<file path="config.mk">
export PLATFORM = sky130hd
export DESIGN_NAME = scc_core
export DESIGN_NICKNAME = d
export VERILOG_FILES = /design/src/pkg/scc_pkg.sv /design/src/verilog/scc_ram.sv /design/src/verilog/scc_core.sv
export VERILOG_INCLUDE_DIRS = /design/src /design/src/pkg
export SDC_FILE = /design/constraint.sdc
export NUM_CORES = 2
export LEC_CHECK = 0
export ABC_CLOCK_PERIOD_IN_PS = 56500
export BUFFER_PORTS_ARGS = -buffer_cell sky130_fd_sc_hd__buf_2
export CORE_ASPECT_RATIO = 0.7
export CORE_UTILIZATION = 45
export CTS_CLUSTER_DIAMETER = 200
export CTS_CLUSTER_SIZE = 10
export DETAILED_ROUTE_END_ITERATION = 6
export GPL_TIMING_DRIVEN = 0
export SYNTH_ARGS = -nofsm -noshare
export SYNTH_HDL_FRONTEND = slang
export SYNTH_SLANG_ARGS = --single-unit
</file>
<file path="constraint.sdc">
create_clock -name i_clk -period 56.5 [get_ports i_clk]
set_input_delay 14.125 -clock i_clk [delete_from_list [all_inputs] [get_ports i_clk]]
set_output_delay 14.125 -clock i_clk [all_outputs]
set_load 0.1 [all_outputs]
</file>
<file path="src/pkg/scc_regs.svh">
// Offsets, field positions, reset values and timing counts of the core
`ifndef SCC_REGS_SVH
`define SCC_REGS_SVH
`define SCC_BANK_PORT    4'hd
`define SCC_BANK_BIT     2
`define SCC_BANK_RST     1'b0
`define SCC_PC_RST       12'h000
`define SCC_COMMON_TOP   12'h7ff
`define SCC_RP_STEP      8'h04
`define SCC_PTR_RST      8'h00
`define SCC_FLAGS_RST    4'h0
`define SCC_FLAG_GATE    0
`define SCC_FLAG_JUMP    1
`define SCC_FLAG_BORROW  3
`define SCC_MC_CLKS      2
`endif

</file>
<file path="src/pkg/scc_pkg.sv">
// Types, states and opcode encodings of the stack CPU core
package scc_pkg;
	typedef enum logic [2:0] {
		st_exec  = 3'h0,
		st_oper  = 3'h1,
		st_step2 = 3'h3,
		st_rpush = 3'h2,
		st_rpop  = 3'h6,
		st_tail  = 3'h7
	} scc_state_type;

	localparam logic [7:0] op_nop      = 8'h00;
	localparam logic [7:0] op_add      = 8'h01;
	localparam logic [7:0] op_addc     = 8'h02;
	localparam logic [7:0] op_sub      = 8'h03;
	localparam logic [7:0] op_and      = 8'h04;
	localparam logic [7:0] op_or       = 8'h05;
	localparam logic [7:0] op_xor      = 8'h06;
	localparam logic [7:0] op_rol      = 8'h07;
	localparam logic [7:0] op_ror      = 8'h08;
	localparam logic [7:0] op_drop     = 8'h09;
	localparam logic [7:0] op_dup      = 8'h0a;
	localparam logic [7:0] op_unmask   = 8'h10;
	localparam logic [7:0] op_mask     = 8'h11;
	localparam logic [7:0] op_set_bcf  = 8'h12;
	localparam logic [7:0] op_tog_bf   = 8'h13;
	localparam logic [7:0] op_flag_wr  = 8'h14;
	localparam logic [7:0] op_flag_rd  = 8'h15;
	localparam logic [7:0] op_ret      = 8'h16;
	localparam logic [7:0] op_svc_ret  = 8'h17;
	localparam logic [7:0] op_sleep    = 8'h18;
	localparam logic [7:0] op_to_ret   = 8'h19;
	localparam logic [7:0] op_from_ret = 8'h1a;

	localparam logic [3:0] grp_lit   = 4'h2;
	localparam logic [3:0] grp_ptr   = 4'h3;
	localparam logic [3:0] grp_ldptr = 4'h4;
	localparam logic [3:0] grp_in    = 4'h5;
	localparam logic [3:0] grp_out   = 4'h6;
	localparam logic [3:0] grp_table = 4'h7;
	localparam logic [3:0] grp_bra   = 4'hc;
	localparam logic [3:0] grp_jmp   = 4'hd;
	localparam logic [3:0] grp_call  = 4'he;
	localparam logic [1:0] grp_svj   = 2'h2;

	localparam logic [2:0] px_fetch     = 3'h0;
	localparam logic [2:0] px_fetch_inc = 3'h1;
	localparam logic [2:0] px_fetch_dec = 3'h2;
	localparam logic [2:0] px_store     = 3'h3;
	localparam logic [2:0] px_store_inc = 3'h4;
	localparam logic [2:0] px_store_dec = 3'h5;

	typedef struct packed {
		logic [3:0] addr;
		logic [3:0] wdata;
		logic       rd;
		logic       wr;
	} scc_io_req_type;

	typedef struct packed {
		logic [7:0] addr;
		logic [3:0] wdata;
		logic       we;
	} scc_ram_req_type;

	typedef struct packed {
		logic [255:0][3:0] mem;
		logic [3:0]        rdata;
	} scc_ram_state_type;

	typedef struct packed {
		scc_state_type st;
		logic          phase;
		logic [11:0]   fetch_counter;
		logic [7:0]    ir;
		logic [7:0]    imm;
		logic [3:0]    top_item_accum;
		logic [7:0]    expr_stack_ptr;
		logic [7:0]    return_stack_ptr;
		logic [7:0]    ram_pointer_one;
		logic [7:0]    ram_pointer_two;
		logic [3:0]    flag_nibble;
		logic          rom_bank_select;
		logic [11:0]   rdata;
		logic [1:0]    idx;
	} scc_core_state_type;
endpackage : scc_pkg

</file>
<file path="src/verilog/scc_ram.sv">
// Data RAM of the core, registered read data
`timescale 1ns/1ps
module scc_ram (
	// Clock and reset
	input  wire logic                     i_clk,
	input  wire logic                     i_sys_rst,
	// Access port
	input  wire scc_pkg::scc_ram_req_type i_req,
	output logic [3:0]                    o_rdata
);
	import scc_pkg::*;

	scc_ram_state_type q;
	scc_ram_state_type d;

	// Address is held a full machine cycle, so data is valid on phase 1
	always_comb begin
		d = q;
		d.rdata = q.mem[i_req.addr];
		if (i_req.we) begin
			d.mem[i_req.addr] = i_req.wdata;
		end
	end

	always_ff @(posedge i_clk or posedge i_sys_rst) begin
		if (i_sys_rst) begin
			q <= '0;
		end else begin
			q <= d;
		end
	end

	assign o_rdata = q.rdata;
endmodule : scc_ram

</file>
<file path="src/verilog/scc_core.sv">
// Stack CPU core: fetch counter, banking, stacks, pointers, accumulator, flags
// Summary of operation
// - Twelve-bit fetch counter addresses program ROM, one bank spans 4 Kbytes.
// - Extra 2 Kbyte ROM region reachable only via the bank switch.
// - Lowest 512 bytes hold short vector jump and interrupt entry targets.
// - Software writes the bank number; execution starts from bank 0.
// - Addresses 000h to 7FFh ignore the bank; only upper half is banked.
// - 256 RAM nibbles, each reachable through any of four 8-bit pointers.
// - Arithmetic, I/O and memory operations use the expression stack.
// - Return stack holds 12-bit entries, exchangeable with expression items.
// - Fetch counter increments on each byte fetched, loads target on branch or call.
// - Table lookup reads an 8-bit ROM constant over the fetch path.
// - Expression pointer pre-increments on push; pop moves second item first.
// - Return pointer moves in steps of 4, one nibble left unwritten.
// - Pointer one and two fetch and store, with pre-inc and post-dec forms.
// - Accumulator loads from ALU, ROM, RAM or the I/O bus.
// - Flag nibble changed by ALU and by dedicated flag instructions.
// - Borrow records carry, is fifth bit in shifts, kept by booleans.
// - Conditional branch jumps only with jump flag set; ALU updates it.
// - Gate clears on reset or mask, sets on unmask, service return or sleep.
// - Four-bit ALU combines top two items into the accumulator.
// - Separate instruction, memory and I/O buses allow prefetch.
// - Machine cycle is two clocks; instructions take one to five cycles.
`timescale 1ns/1ps
`include "scc_regs.svh"
module scc_core (
	// Clock and reset
	input  wire logic                    i_clk,
	input  wire logic                    i_sys_rst,
	// Instruction bus
	output logic [12:0]                  o_rom_addr,
	input  wire logic [7:0]              i_rom_data,
	// I/O bus
	output scc_pkg::scc_io_req_type      o_io_req,
	input  wire logic [3:0]              i_io_data,
	// Interrupt controller
	input  wire logic                    i_int_req,
	input  wire logic [5:0]              i_int_vector,
	output logic                         o_int_ack,
	output logic                         o_svc_done,
	output logic                         o_sleep_req,
	// Status
	output logic [3:0]                   o_flag_nibble,
	output logic [3:0]                   o_top_item_accum
);
	import scc_pkg::*;

	scc_core_state_type q;
	scc_core_state_type d;
	scc_ram_req_type    ram;
	scc_io_req_type     io;
	logic [3:0]         rd;
	logic               ce;
	logic               fin;
	logic               int_ack;
	logic               svc_done;
	logic               sleep_req;
	logic [11:0]        rom_lin;

	// Returns {jump, borrow, result}
	function automatic logic [5:0] alu_calc(
		input logic [7:0] op,
		input logic [3:0] t,
		input logic [3:0] s,
		input logic       c
	);
		logic [4:0] w;
		logic       is_logic;
		w = 5'h00;
		is_logic = 1'b0;
		case (op)
			op_add:  w = {1'b0, s} + {1'b0, t};
			op_addc: w = {1'b0, s} + {1'b0, t} + {4'h0, c};
			op_sub:  w = {1'b0, s} - {1'b0, t};
			op_and: begin
				w = {c, s & t};
				is_logic = 1'b1;
			end
			op_or: begin
				w = {c, s | t};
				is_logic = 1'b1;
			end
			op_xor: begin
				w = {c, s ^ t};
				is_logic = 1'b1;
			end
			op_rol:  w = {t, c};
			op_ror:  w = {t[0], c, t[3:1]};
			default: w = {c, t};
		endcase
		// Jump flag: carry for arithmetic and shifts, zero for booleans
		alu_calc = {is_logic ? (w[3:0] == 4'h0) : w[4], w};
	endfunction : alu_calc

	scc_ram u_ram (
		.i_clk     (i_clk),
		.i_sys_rst (i_sys_rst),
		.i_req     (ram),
		.o_rdata   (rd)
	);

	// Work is committed on the second clock of each machine cycle
	assign ce = (q.phase == 1'((`SCC_MC_CLKS) - 1));

	always_comb begin
		logic [5:0] alu;
		logic [7:0] ptr;
		logic [7:0] base;
		alu = 6'h00;
		ptr = q.ir[3] ? q.ram_pointer_two : q.ram_pointer_one;
		base = 8'h00;
		d = q;
		fin = 1'b0;
		int_ack = 1'b0;
		svc_done = 1'b0;
		sleep_req = 1'b0;
		ram.addr = q.expr_stack_ptr;
		ram.wdata = q.top_item_accum;
		ram.we = 1'b0;
		io.addr = q.ir[3:0];
		io.wdata = q.top_item_accum;
		io.rd = 1'b0;
		io.wr = 1'b0;
		d.phase = ce ? 1'b0 : 1'b1;
		unique case (q.st)
			st_exec: begin
				if (q.ir[7:6] == grp_svj) begin
					d.rdata = q.fetch_counter;
					d.fetch_counter = {3'h0, q.ir[5:0], 3'h0};
					d.ir = op_nop;
					d.idx = 2'h0;
					d.st = st_rpush;
				end else begin
					case (q.ir[7:4])
						4'h0, 4'h1: begin
							fin = 1'b1;
							case (q.ir)
								op_add, op_addc, op_sub, op_and, op_or,
								op_xor: begin
									alu = alu_calc(q.ir, q.top_item_accum, rd,
										q.flag_nibble[`SCC_FLAG_BORROW]);
									d.top_item_accum = alu[3:0];
									d.flag_nibble[`SCC_FLAG_BORROW] = alu[4];
									d.flag_nibble[`SCC_FLAG_JUMP] = alu[5];
									d.expr_stack_ptr = q.expr_stack_ptr - 8'h01;
								end
								op_rol, op_ror: begin
									alu = alu_calc(q.ir, q.top_item_accum,
										q.top_item_accum,
										q.flag_nibble[`SCC_FLAG_BORROW]);
									d.top_item_accum = alu[3:0];
									d.flag_nibble[`SCC_FLAG_BORROW] = alu[4];
									d.flag_nibble[`SCC_FLAG_JUMP] = alu[5];
								end
								op_drop, op_flag_wr: begin
									// Pop: second item moves up before the decrement
									d.top_item_accum = rd;
									d.expr_stack_ptr = q.expr_stack_ptr - 8'h01;
									if (q.ir == op_flag_wr) begin
										d.flag_nibble = q.top_item_accum;
										// Spare bit stays zero
										d.flag_nibble[2] = 1'b0;
									end
								end
								op_dup, op_flag_rd: begin
									ram.addr = q.expr_stack_ptr + 8'h01;
									ram.we = 1'b1;
									d.expr_stack_ptr = q.expr_stack_ptr + 8'h01;
									if (q.ir == op_flag_rd) begin
										d.top_item_accum = q.flag_nibble;
									end
								end
								op_unmask: d.flag_nibble[`SCC_FLAG_GATE] = 1'b1;
								op_mask:   d.flag_nibble[`SCC_FLAG_GATE] = 1'b0;
								op_sleep: begin
									d.flag_nibble[`SCC_FLAG_GATE] = 1'b1;
									sleep_req = 1'b1;
								end
								op_set_bcf: begin
									d.flag_nibble[`SCC_FLAG_BORROW] = 1'b1;
									d.flag_nibble[`SCC_FLAG_JUMP] = 1'b1;
								end
								op_tog_bf: d.flag_nibble[`SCC_FLAG_JUMP] =
									~q.flag_nibble[`SCC_FLAG_JUMP];
								op_ret, op_svc_ret, op_from_ret: begin
									fin = 1'b0;
									d.idx = 2'h0;
									d.st = st_rpop;
								end
								op_to_ret: begin
									fin = 1'b0;
									d.rdata = {8'h00, q.top_item_accum};
									d.top_item_accum = rd;
									d.expr_stack_ptr = q.expr_stack_ptr - 8'h01;
									d.idx = 2'h0;
									d.st = st_rpush;
								end
								default: ;
							endcase
						end
						grp_lit, grp_in: begin
							ram.addr = q.expr_stack_ptr + 8'h01;
							ram.we = 1'b1;
							d.expr_stack_ptr = q.expr_stack_ptr + 8'h01;
							d.top_item_accum = q.ir[3:0];
							if (q.ir[7:4] == grp_in) begin
								if (q.ir[3:0] == `SCC_BANK_PORT) begin
									d.top_item_accum = 4'h0;
									d.top_item_accum[`SCC_BANK_BIT] =
										q.rom_bank_select;
								end else begin
									io.rd = 1'b1;
									d.top_item_accum = i_io_data;
								end
							end
							fin = 1'b1;
						end
						grp_out: begin
							if (q.ir[3:0] == `SCC_BANK_PORT) begin
								d.rom_bank_select =
									q.top_item_accum[`SCC_BANK_BIT];
							end else begin
								io.wr = 1'b1;
							end
							d.top_item_accum = rd;
							d.expr_stack_ptr = q.expr_stack_ptr - 8'h01;
							fin = 1'b1;
						end
						grp_ptr: begin
							d.st = st_step2;
							case (q.ir[2:0])
								px_fetch, px_fetch_inc, px_fetch_dec: begin
									ram.addr = q.expr_stack_ptr + 8'h01;
									ram.we = 1'b1;
									d.expr_stack_ptr = q.expr_stack_ptr + 8'h01;
									if (q.ir[2:0] == px_fetch_inc) begin
										base = ptr + 8'h01;
									end else begin
										base = ptr;
									end
								end
								px_store, px_store_inc, px_store_dec: begin
									ram.addr = (q.ir[2:0] == px_store_inc) ?
										ptr + 8'h01 : ptr;
									ram.we = 1'b1;
									base = (q.ir[2:0] == px_store_dec) ?
										ptr - 8'h01 : ram.addr;
								end
								default: begin
									base = ptr;
									d.st = st_exec;
									fin = 1'b1;
								end
							endcase
							if (q.ir[3]) d.ram_pointer_two = base;
							else d.ram_pointer_one = base;
						end
						grp_ldptr, grp_table, grp_bra, grp_jmp, grp_call: begin
							d.imm = i_rom_data;
							d.fetch_counter = q.fetch_counter + 12'h001;
							d.st = st_oper;
						end
						default: fin = 1'b1;
					endcase
				end
			end
			st_step2: begin
				fin = 1'b1;
				if (q.ir[2:0] <= px_fetch_dec) begin
					ram.addr = ptr;
					d.top_item_accum = rd;
					base = (q.ir[2:0] == px_fetch_dec) ? ptr - 8'h01 : ptr;
					if (q.ir[3]) d.ram_pointer_two = base;
					else d.ram_pointer_one = base;
				end else begin
					d.top_item_accum = rd;
					d.expr_stack_ptr = q.expr_stack_ptr - 8'h01;
				end
			end
			st_oper: begin
				case (q.ir[7:4])
					grp_ldptr: begin
						fin = 1'b1;
						case (q.ir[1:0])
							2'h0: d.expr_stack_ptr = q.imm;
							2'h1: d.return_stack_ptr = q.imm;
							2'h2: d.ram_pointer_one = q.imm;
							default: d.ram_pointer_two = q.imm;
						endcase
					end
					grp_table: begin
						ram.addr = q.expr_stack_ptr + 8'h01;
						ram.we = 1'b1;
						d.expr_stack_ptr = q.expr_stack_ptr + 8'h01;
						d.top_item_accum = i_rom_data[7:4];
						d.rdata = {8'h00, i_rom_data[3:0]};
						d.st = st_tail;
					end
					grp_bra, grp_jmp: begin
						if (q.ir[7:4] == grp_jmp ||
							q.flag_nibble[`SCC_FLAG_JUMP]) begin
							d.fetch_counter = {q.ir[3:0], q.imm};
							d.ir = op_nop;
							d.st = st_exec;
						end else begin
							fin = 1'b1;
						end
					end
					default: begin
						d.rdata = q.fetch_counter;
						d.fetch_counter = {q.ir[3:0], q.imm};
						d.ir = op_nop;
						d.idx = 2'h0;
						d.st = st_rpush;
					end
				endcase
			end
			st_rpush: begin
				// Entry takes three nibbles at ptr..ptr+2; ptr+3 is left alone
				base = (q.idx == 2'h0) ?
					q.return_stack_ptr + `SCC_RP_STEP : q.return_stack_ptr;
				ram.addr = base + {6'h00, q.idx};
				ram.we = 1'b1;
				ram.wdata = q.rdata[4'(4'd11 - 4'(q.idx) * 4'd4) -: 4];
				d.return_stack_ptr = base;
				d.idx = q.idx + 2'h1;
				if (q.idx == 2'h2) fin = 1'b1;
			end
			st_rpop: begin
				ram.addr = q.return_stack_ptr + {6'h00, q.idx};
				d.rdata = {q.rdata[7:0], rd};
				d.idx = q.idx + 2'h1;
				if (q.idx == 2'h2) begin
					d.return_stack_ptr = q.return_stack_ptr - `SCC_RP_STEP;
					d.idx = 2'h0;
					if (q.ir == op_from_ret) begin
						d.st = st_tail;
					end else begin
						d.fetch_counter = {q.rdata[7:0], rd};
						d.ir = op_nop;
						d.st = st_exec;
						if (q.ir == op_svc_ret) begin
							d.flag_nibble[`SCC_FLAG_GATE] = 1'b1;
							svc_done = 1'b1;
						end
					end
				end
			end
			st_tail: begin
				ram.addr = q.expr_stack_ptr + 8'h01;
				ram.we = 1'b1;
				d.expr_stack_ptr = q.expr_stack_ptr + 8'h01;
				d.top_item_accum = q.rdata[3:0];
				fin = 1'b1;
			end
		endcase
		if (fin) begin
			// Bank is not stacked on entry; handlers keep it themselves
			if (q.flag_nibble[`SCC_FLAG_GATE] && i_int_req) begin
				int_ack = 1'b1;
				d.rdata = q.fetch_counter;
				d.fetch_counter = {3'h0, i_int_vector, 3'h0};
				d.ir = op_nop;
				d.idx = 2'h0;
				d.st = st_rpush;
			end else begin
				// Prefetched byte becomes the next instruction
				d.ir = i_rom_data;
				d.fetch_counter = q.fetch_counter + 12'h001;
				d.st = st_exec;
				d.idx = 2'h0;
			end
		end
		if (!ce) begin
			d = q;
			d.phase = 1'b1;
			// Writes only on the commit edge, reads settle in phase 0
			ram.we = 1'b0;
		end
	end

	always_ff @(posedge i_clk or posedge i_sys_rst) begin
		if (i_sys_rst) begin
			q                  <= '0;
			q.st               <= st_exec;
			q.ir               <= op_nop;
			q.fetch_counter    <= `SCC_PC_RST;
			q.rom_bank_select  <= `SCC_BANK_RST;
			q.flag_nibble      <= `SCC_FLAGS_RST;
			q.expr_stack_ptr   <= `SCC_PTR_RST;
			q.return_stack_ptr <= `SCC_PTR_RST;
		end else begin
			q <= d;
		end
	end

	// Table reads borrow the fetch path for one machine cycle
	assign rom_lin = (q.st == st_oper && q.ir[7:4] == grp_table) ?
		{q.ir[3:0], q.imm} : q.fetch_counter;
	assign o_rom_addr = {q.rom_bank_select &&
		(rom_lin > `SCC_COMMON_TOP), rom_lin};
	assign o_io_req = '{addr: io.addr, wdata: io.wdata,
		rd: io.rd && ce, wr: io.wr && ce};
	assign o_int_ack = int_ack && ce;
	assign o_svc_done = svc_done && ce;
	assign o_sleep_req = sleep_req && ce;
	assign o_flag_nibble = q.flag_nibble;
	assign o_top_item_accum = q.top_item_accum;
endmodule : scc_core

</file>
=== Word level (Yosys, flattened, before mapping) ===
Cells that the tools add are included.

* Flip-flop bits (word level): 1114
* Output and inout port bits: 34

* Order comparisons: 4
* Equality and inequality tests: 86
* Bitwise logic cells: 8
* Shifts and indexed selects: 1
* Mux-type cells: 150
* Reduce and logical (&&, ||, !) cells: 62
* Add/sub/neg operators: 17

{| class="wikitable"
|+ Operators by type and width
! kind !! count
|-
| $bwmux 1024 || 1
|-
| $mux 8 || 24
|-
| $mux 20 || 6
|-
| $eq 8x5->1 const B || 11
|-
| $mux 84 || 1
|-
| $pmux 5 s8 || 2
|-
| $pmux 8 s2 || 4
|-
| $mux 12 || 5
|-
| $pmux 20 s3 || 1
|-
| $pmux 12 s4 || 1
|-
| $pmux 16 s3 || 1
|-
| $pmux 8 s3 || 2
|-
| $pmux 8 s6 || 1
|-
| $mux 1 || 42
|-
| $mux 14 || 3
|-
| $mux 5 || 8
|-
| $pmux 20 s2 || 1
|-
| $mux 4 || 9
|-
| $pmux 12 s3 || 1
|-
| $reduce_and 9->1 || 4
|-
| $bmux 4 s8 || 1
|-
| $demux 4 s8 || 1
|-
| $eq 8x3->1 const B || 4
|-
| $mux 16 || 2
|-
| 78 further kinds || 192
|}

=== Depth between registers and ports, before layout ===
* Depth in word-level cells: 14
* Gate-level depth with buffers: 17

=== Hierarchy ===
From an unflattened synthesis, not the netlist that was laid out.

* Cells, all modules: 4446
* Area total of the unflattened synthesis: 56775.7 um2

{| class="wikitable"
|+ By module, submodules not included
! module !! sequential area each (um2) !! area each (um2) !! times used !! cells each
|-
| scc_ram || 25724.7 || 46872.5 || 1 || 3119
|-
| scc_core || 2152.1 || 9903.2 || 1 || 1327
|}

=== Least setup slack after synthesis ===
Ideal clock, no wire load.

* Kind: input -> output
* Start: input port i_int_req
* End: output port o_int_ack
* Buffers on the path: 1
* Arrival: 16491 ps
* Cell stages on the path: 3
* Slack: 25884 ps
* Cell sequence: nand2_1 > clkbuf_1 > nor3_1

* Longest elaborated chain between the ends: 4

{| class="wikitable"
|+ Ends and longest elaborated chain
! element !! RTL line !! source
|-
| start: declaration || scc_core.sv:37 || <nowiki>input wire logic i_int_req,</nowiki>
|-
| $logic_and 1x1->1 || scc_core.sv:359 || <nowiki>if (q.flag_nibble[`SCC_FLAG_GATE] && i_int_req) begin</nowiki>
|-
| $mux 1 || scc_core.sv:359 ||
|-
| $mux 1 || scc_core.sv:357 || <nowiki>if (fin) begin</nowiki>
|-
| $logic_and 1x1->1 || scc_core.sv:404 || <nowiki>assign o_int_ack = int_ack && ce;</nowiki>
|-
| end: declaration || scc_core.sv:39 || <nowiki>output logic o_int_ack,</nowiki>
|}

Every way passes these cells.

=== Final worst setup path ===
Ends and elaborated chain as after synthesis.

==> metrics.cfg <==
[synthesis]
ys_seq_area_frac = 0.467
yosys_warnings = 0
yosys.area_share.simple = 0.106
synth_xor_area_frac = 0.00925
yosys.area_share.adder = 0.00646
muxShareOfSynthArea = 0.257
netlist_top_cells_count = 1,218 x mux2_2, 1,114 x dfrtp_1, 572 x nand3_1
netlist-cell-type-count = 92
synthCells = 5402
synthArstFlopShare = 1.00
post-synth-top-count-cell = mux2_2
netlist.area_leader.share = 0.467
syn-num-nets = 5452
yosysTopAreaCell = dfrtp_1
synth_area_leaders = dfrtp_1 47%, mux2_2 23%, nand3_1 4.8%
synth-edff-count = 0
ys.flop_type = dfrtp_1
ys_ff_latch = 1114
synth_top_family_by_area = multiplexers
syn_area_per_cell_um2 = 11.0
synthesis.area_um2 = 59700
synth_compound_area_frac = 0.116

[status]
violations = max-capacitance violations, max-slew violations
status = finished, violations left

[hold_path]
hp-start = q[10]$_DFFE_PP0P_
whs_path_depth = 2
hold_class = flip-flop to flip-flop
min_to = q[10]$_DFFE_PP0P_

[route]
drc = 0
viasPerCell = 6.82
ant_nets = 0
dr.pass1.iters = 6
vias = 50135
drtIter0Drc = 8062
wl_per_cell_um = 36.2
wl_um = 266000

[placed_design]
gp_congestion = 1.04
dpl_worst_slack_ns = 26.96
dpl.hpwl_um = 201000
io_buffers = 53

[critical_path]
crit_path_top_delay_cell = buf_2
required_ns = 42.38
reg2reg_slack_ns = 48.81
r2r_start = q[86]$_DFFE_PP0P_
cp-end-kind = output pin
crit_chain = buf_2 > nand2_1 > clkbuf_1 > nor3_1 > buf_2
r2r_end = u_ram.o_rdata[0]$_DFF_PP0_
crit_top_cell = buf_2
crit_type = input pin to output pin
crit_family = buffers and inverters
reg2reg_depth = 14
worst-endpoint-arrival_ns = 15.44
critPathLaunchType = input pin
crit_buf_inv = 3
critical_path.max_fanout = 10
cp_slowest_stage_delay_ns = 0.45

[sta]
fmax_mhz = 33.8
fin_crit_ns = 29.56
rsz0062_at_grt = no
drv_slew = 22
period_share = 0.523
fin_ws_ns = 26.94
slew_headroom = -0.0558
clock_skew_ns = 0.0662
timing.final.hold_violations = 0
worst_slew_pin_slew_ns = 1.58
setup_viol = 0

[global_routing]
grt_first_pass_wirelength_um = 369000
grt_max_degree = 127
antenna_found_initial = 12
grt_overflow = 0
grtUsageTotal = 0.390
grt_pass1_vias = 47038

[clocking]
cts_buffers = 121
cts_resized = 0
cts_tree = built
clock-sinks = 1114
post_cts_buffers = 0
insertion_delay_ns = 0.82
h-tree-depth = 3
clockBufferDepth = 3
root_buffer = clkbuf_16
cts_hold_buf = 0
clk_pin_slew_worst_paths_ns = 0.06

[cells_and_area]
drive_gt1_frac = 0.307
nNetsFinal = 5642
synthToLayoutAreaGrowth_pct = 10.1

[die]
die_h_um = 307
die_w_um = 437
core_um2 = 131000
rows = 111
io-pin-count = 55
dieArea_um2 = 134000
start_util = 0.455

[run]
drv_cap = 2

cell usage in the layout (no fill, tap or decap), types with 106 or more instances in the layout:
cell type  count
mux2_2      1218
dfrtp_1     1114
nand3_1      572
o21ai_0      374
clkbuf_1     349
o211ai_1     284
nand2_1      244
nor2_1       167
buf_2        135
clkbuf_16    121
a21oi_1      106
worst max-delay path by stage:
stage | endpoint | from | slack (ns) | depth (start not counted)
2_1_floorplan | ce$_DFF_PP0_ | i_sys_rst | 11.01 | 1
3_3_place_gp | u_ram.q[826]$_DFFE_PP0P_ | i_sys_rst | -2.17 | 2
3_5_place_dp | o_int_ack | i_int_req | 26.96 | 5
4_1_cts | o_int_ack | i_int_req | 26.96 | 5
5_1_grt | o_int_ack | i_int_req | 26.85 | 5
6_report | o_int_ack | i_int_req | 26.94 | 5
registers in the layout (all words and copies together) (netlist names):
| signal | flops |
|---|---|
| o_top_item_accum | 4 |
| o_flag_nibble | 3 |
| ce | 1 |
| u_ram.o_rdata | 4 |
| u_ram.q | 1024 |
| q | 74 |
| o_io_req | 4 |
per-stage QoR:
stage                     setup TNS [ns]  instances  hold WS (ns)  instance area, um2   util
final                                  0       7354         0.478               65700  0.500
after global routing                   0       7348         0.496               65700  0.500
after CTS                              0       7347         0.484               65600  0.500
after detailed placement               0       7219         0.472               62500  0.476
after global placement          -2166.19       7206         0.464               62100  0.473
after floorplan                        0       5402         0.449               59700      -
cells by family (layout without fill, tap and decap cells):
family,count (synthesis),after routing
AOI/OAI and AO/OA,1050,1050
xor gates and xnor gates,63,63
adders and majority gates,29,29
buffers and inverters,537,732
DFF,1114,1114
muxes,1352,1352
other,1,7
and+or+nand+nor,1256,1256
tightest hold or removal path, stage by stage (launching register included):
cell and delay, ns:
dfrtp_1 0.34, nand2_1 0.04, o21ai_0 0.06
cell type report:
class                      count  area [um2]
antenna                        6        15.0
clock inverter                 7         138
buffer                       492        2080
timing repair buffer          67         596
clock buffer                 121        3030
sequential                  1114       27900
inverter                      45         176
tap                         1751        2190
multi-input combinational   3751       29600
fill                       11916       65600
routing by layer:
| metal | vias up | share of wire | global-route usage |
|---|---|---|---|
| met1 | 26021 | 0.45 | 0.595 |
| met2 | 3444 | 0.35 | 0.459 |
| met3 | 461 | 0.17 | 0.206 |
| met5 | - | 0.00068 | 0.0104 |
| met4 | 2 | 0.031 | 0.104 |
| li1 | 20207 | - | - |
Power is left out: the tool's default activity adds up to more than one toggle a clock period on the data nets, which glitch-free logic cannot reach.
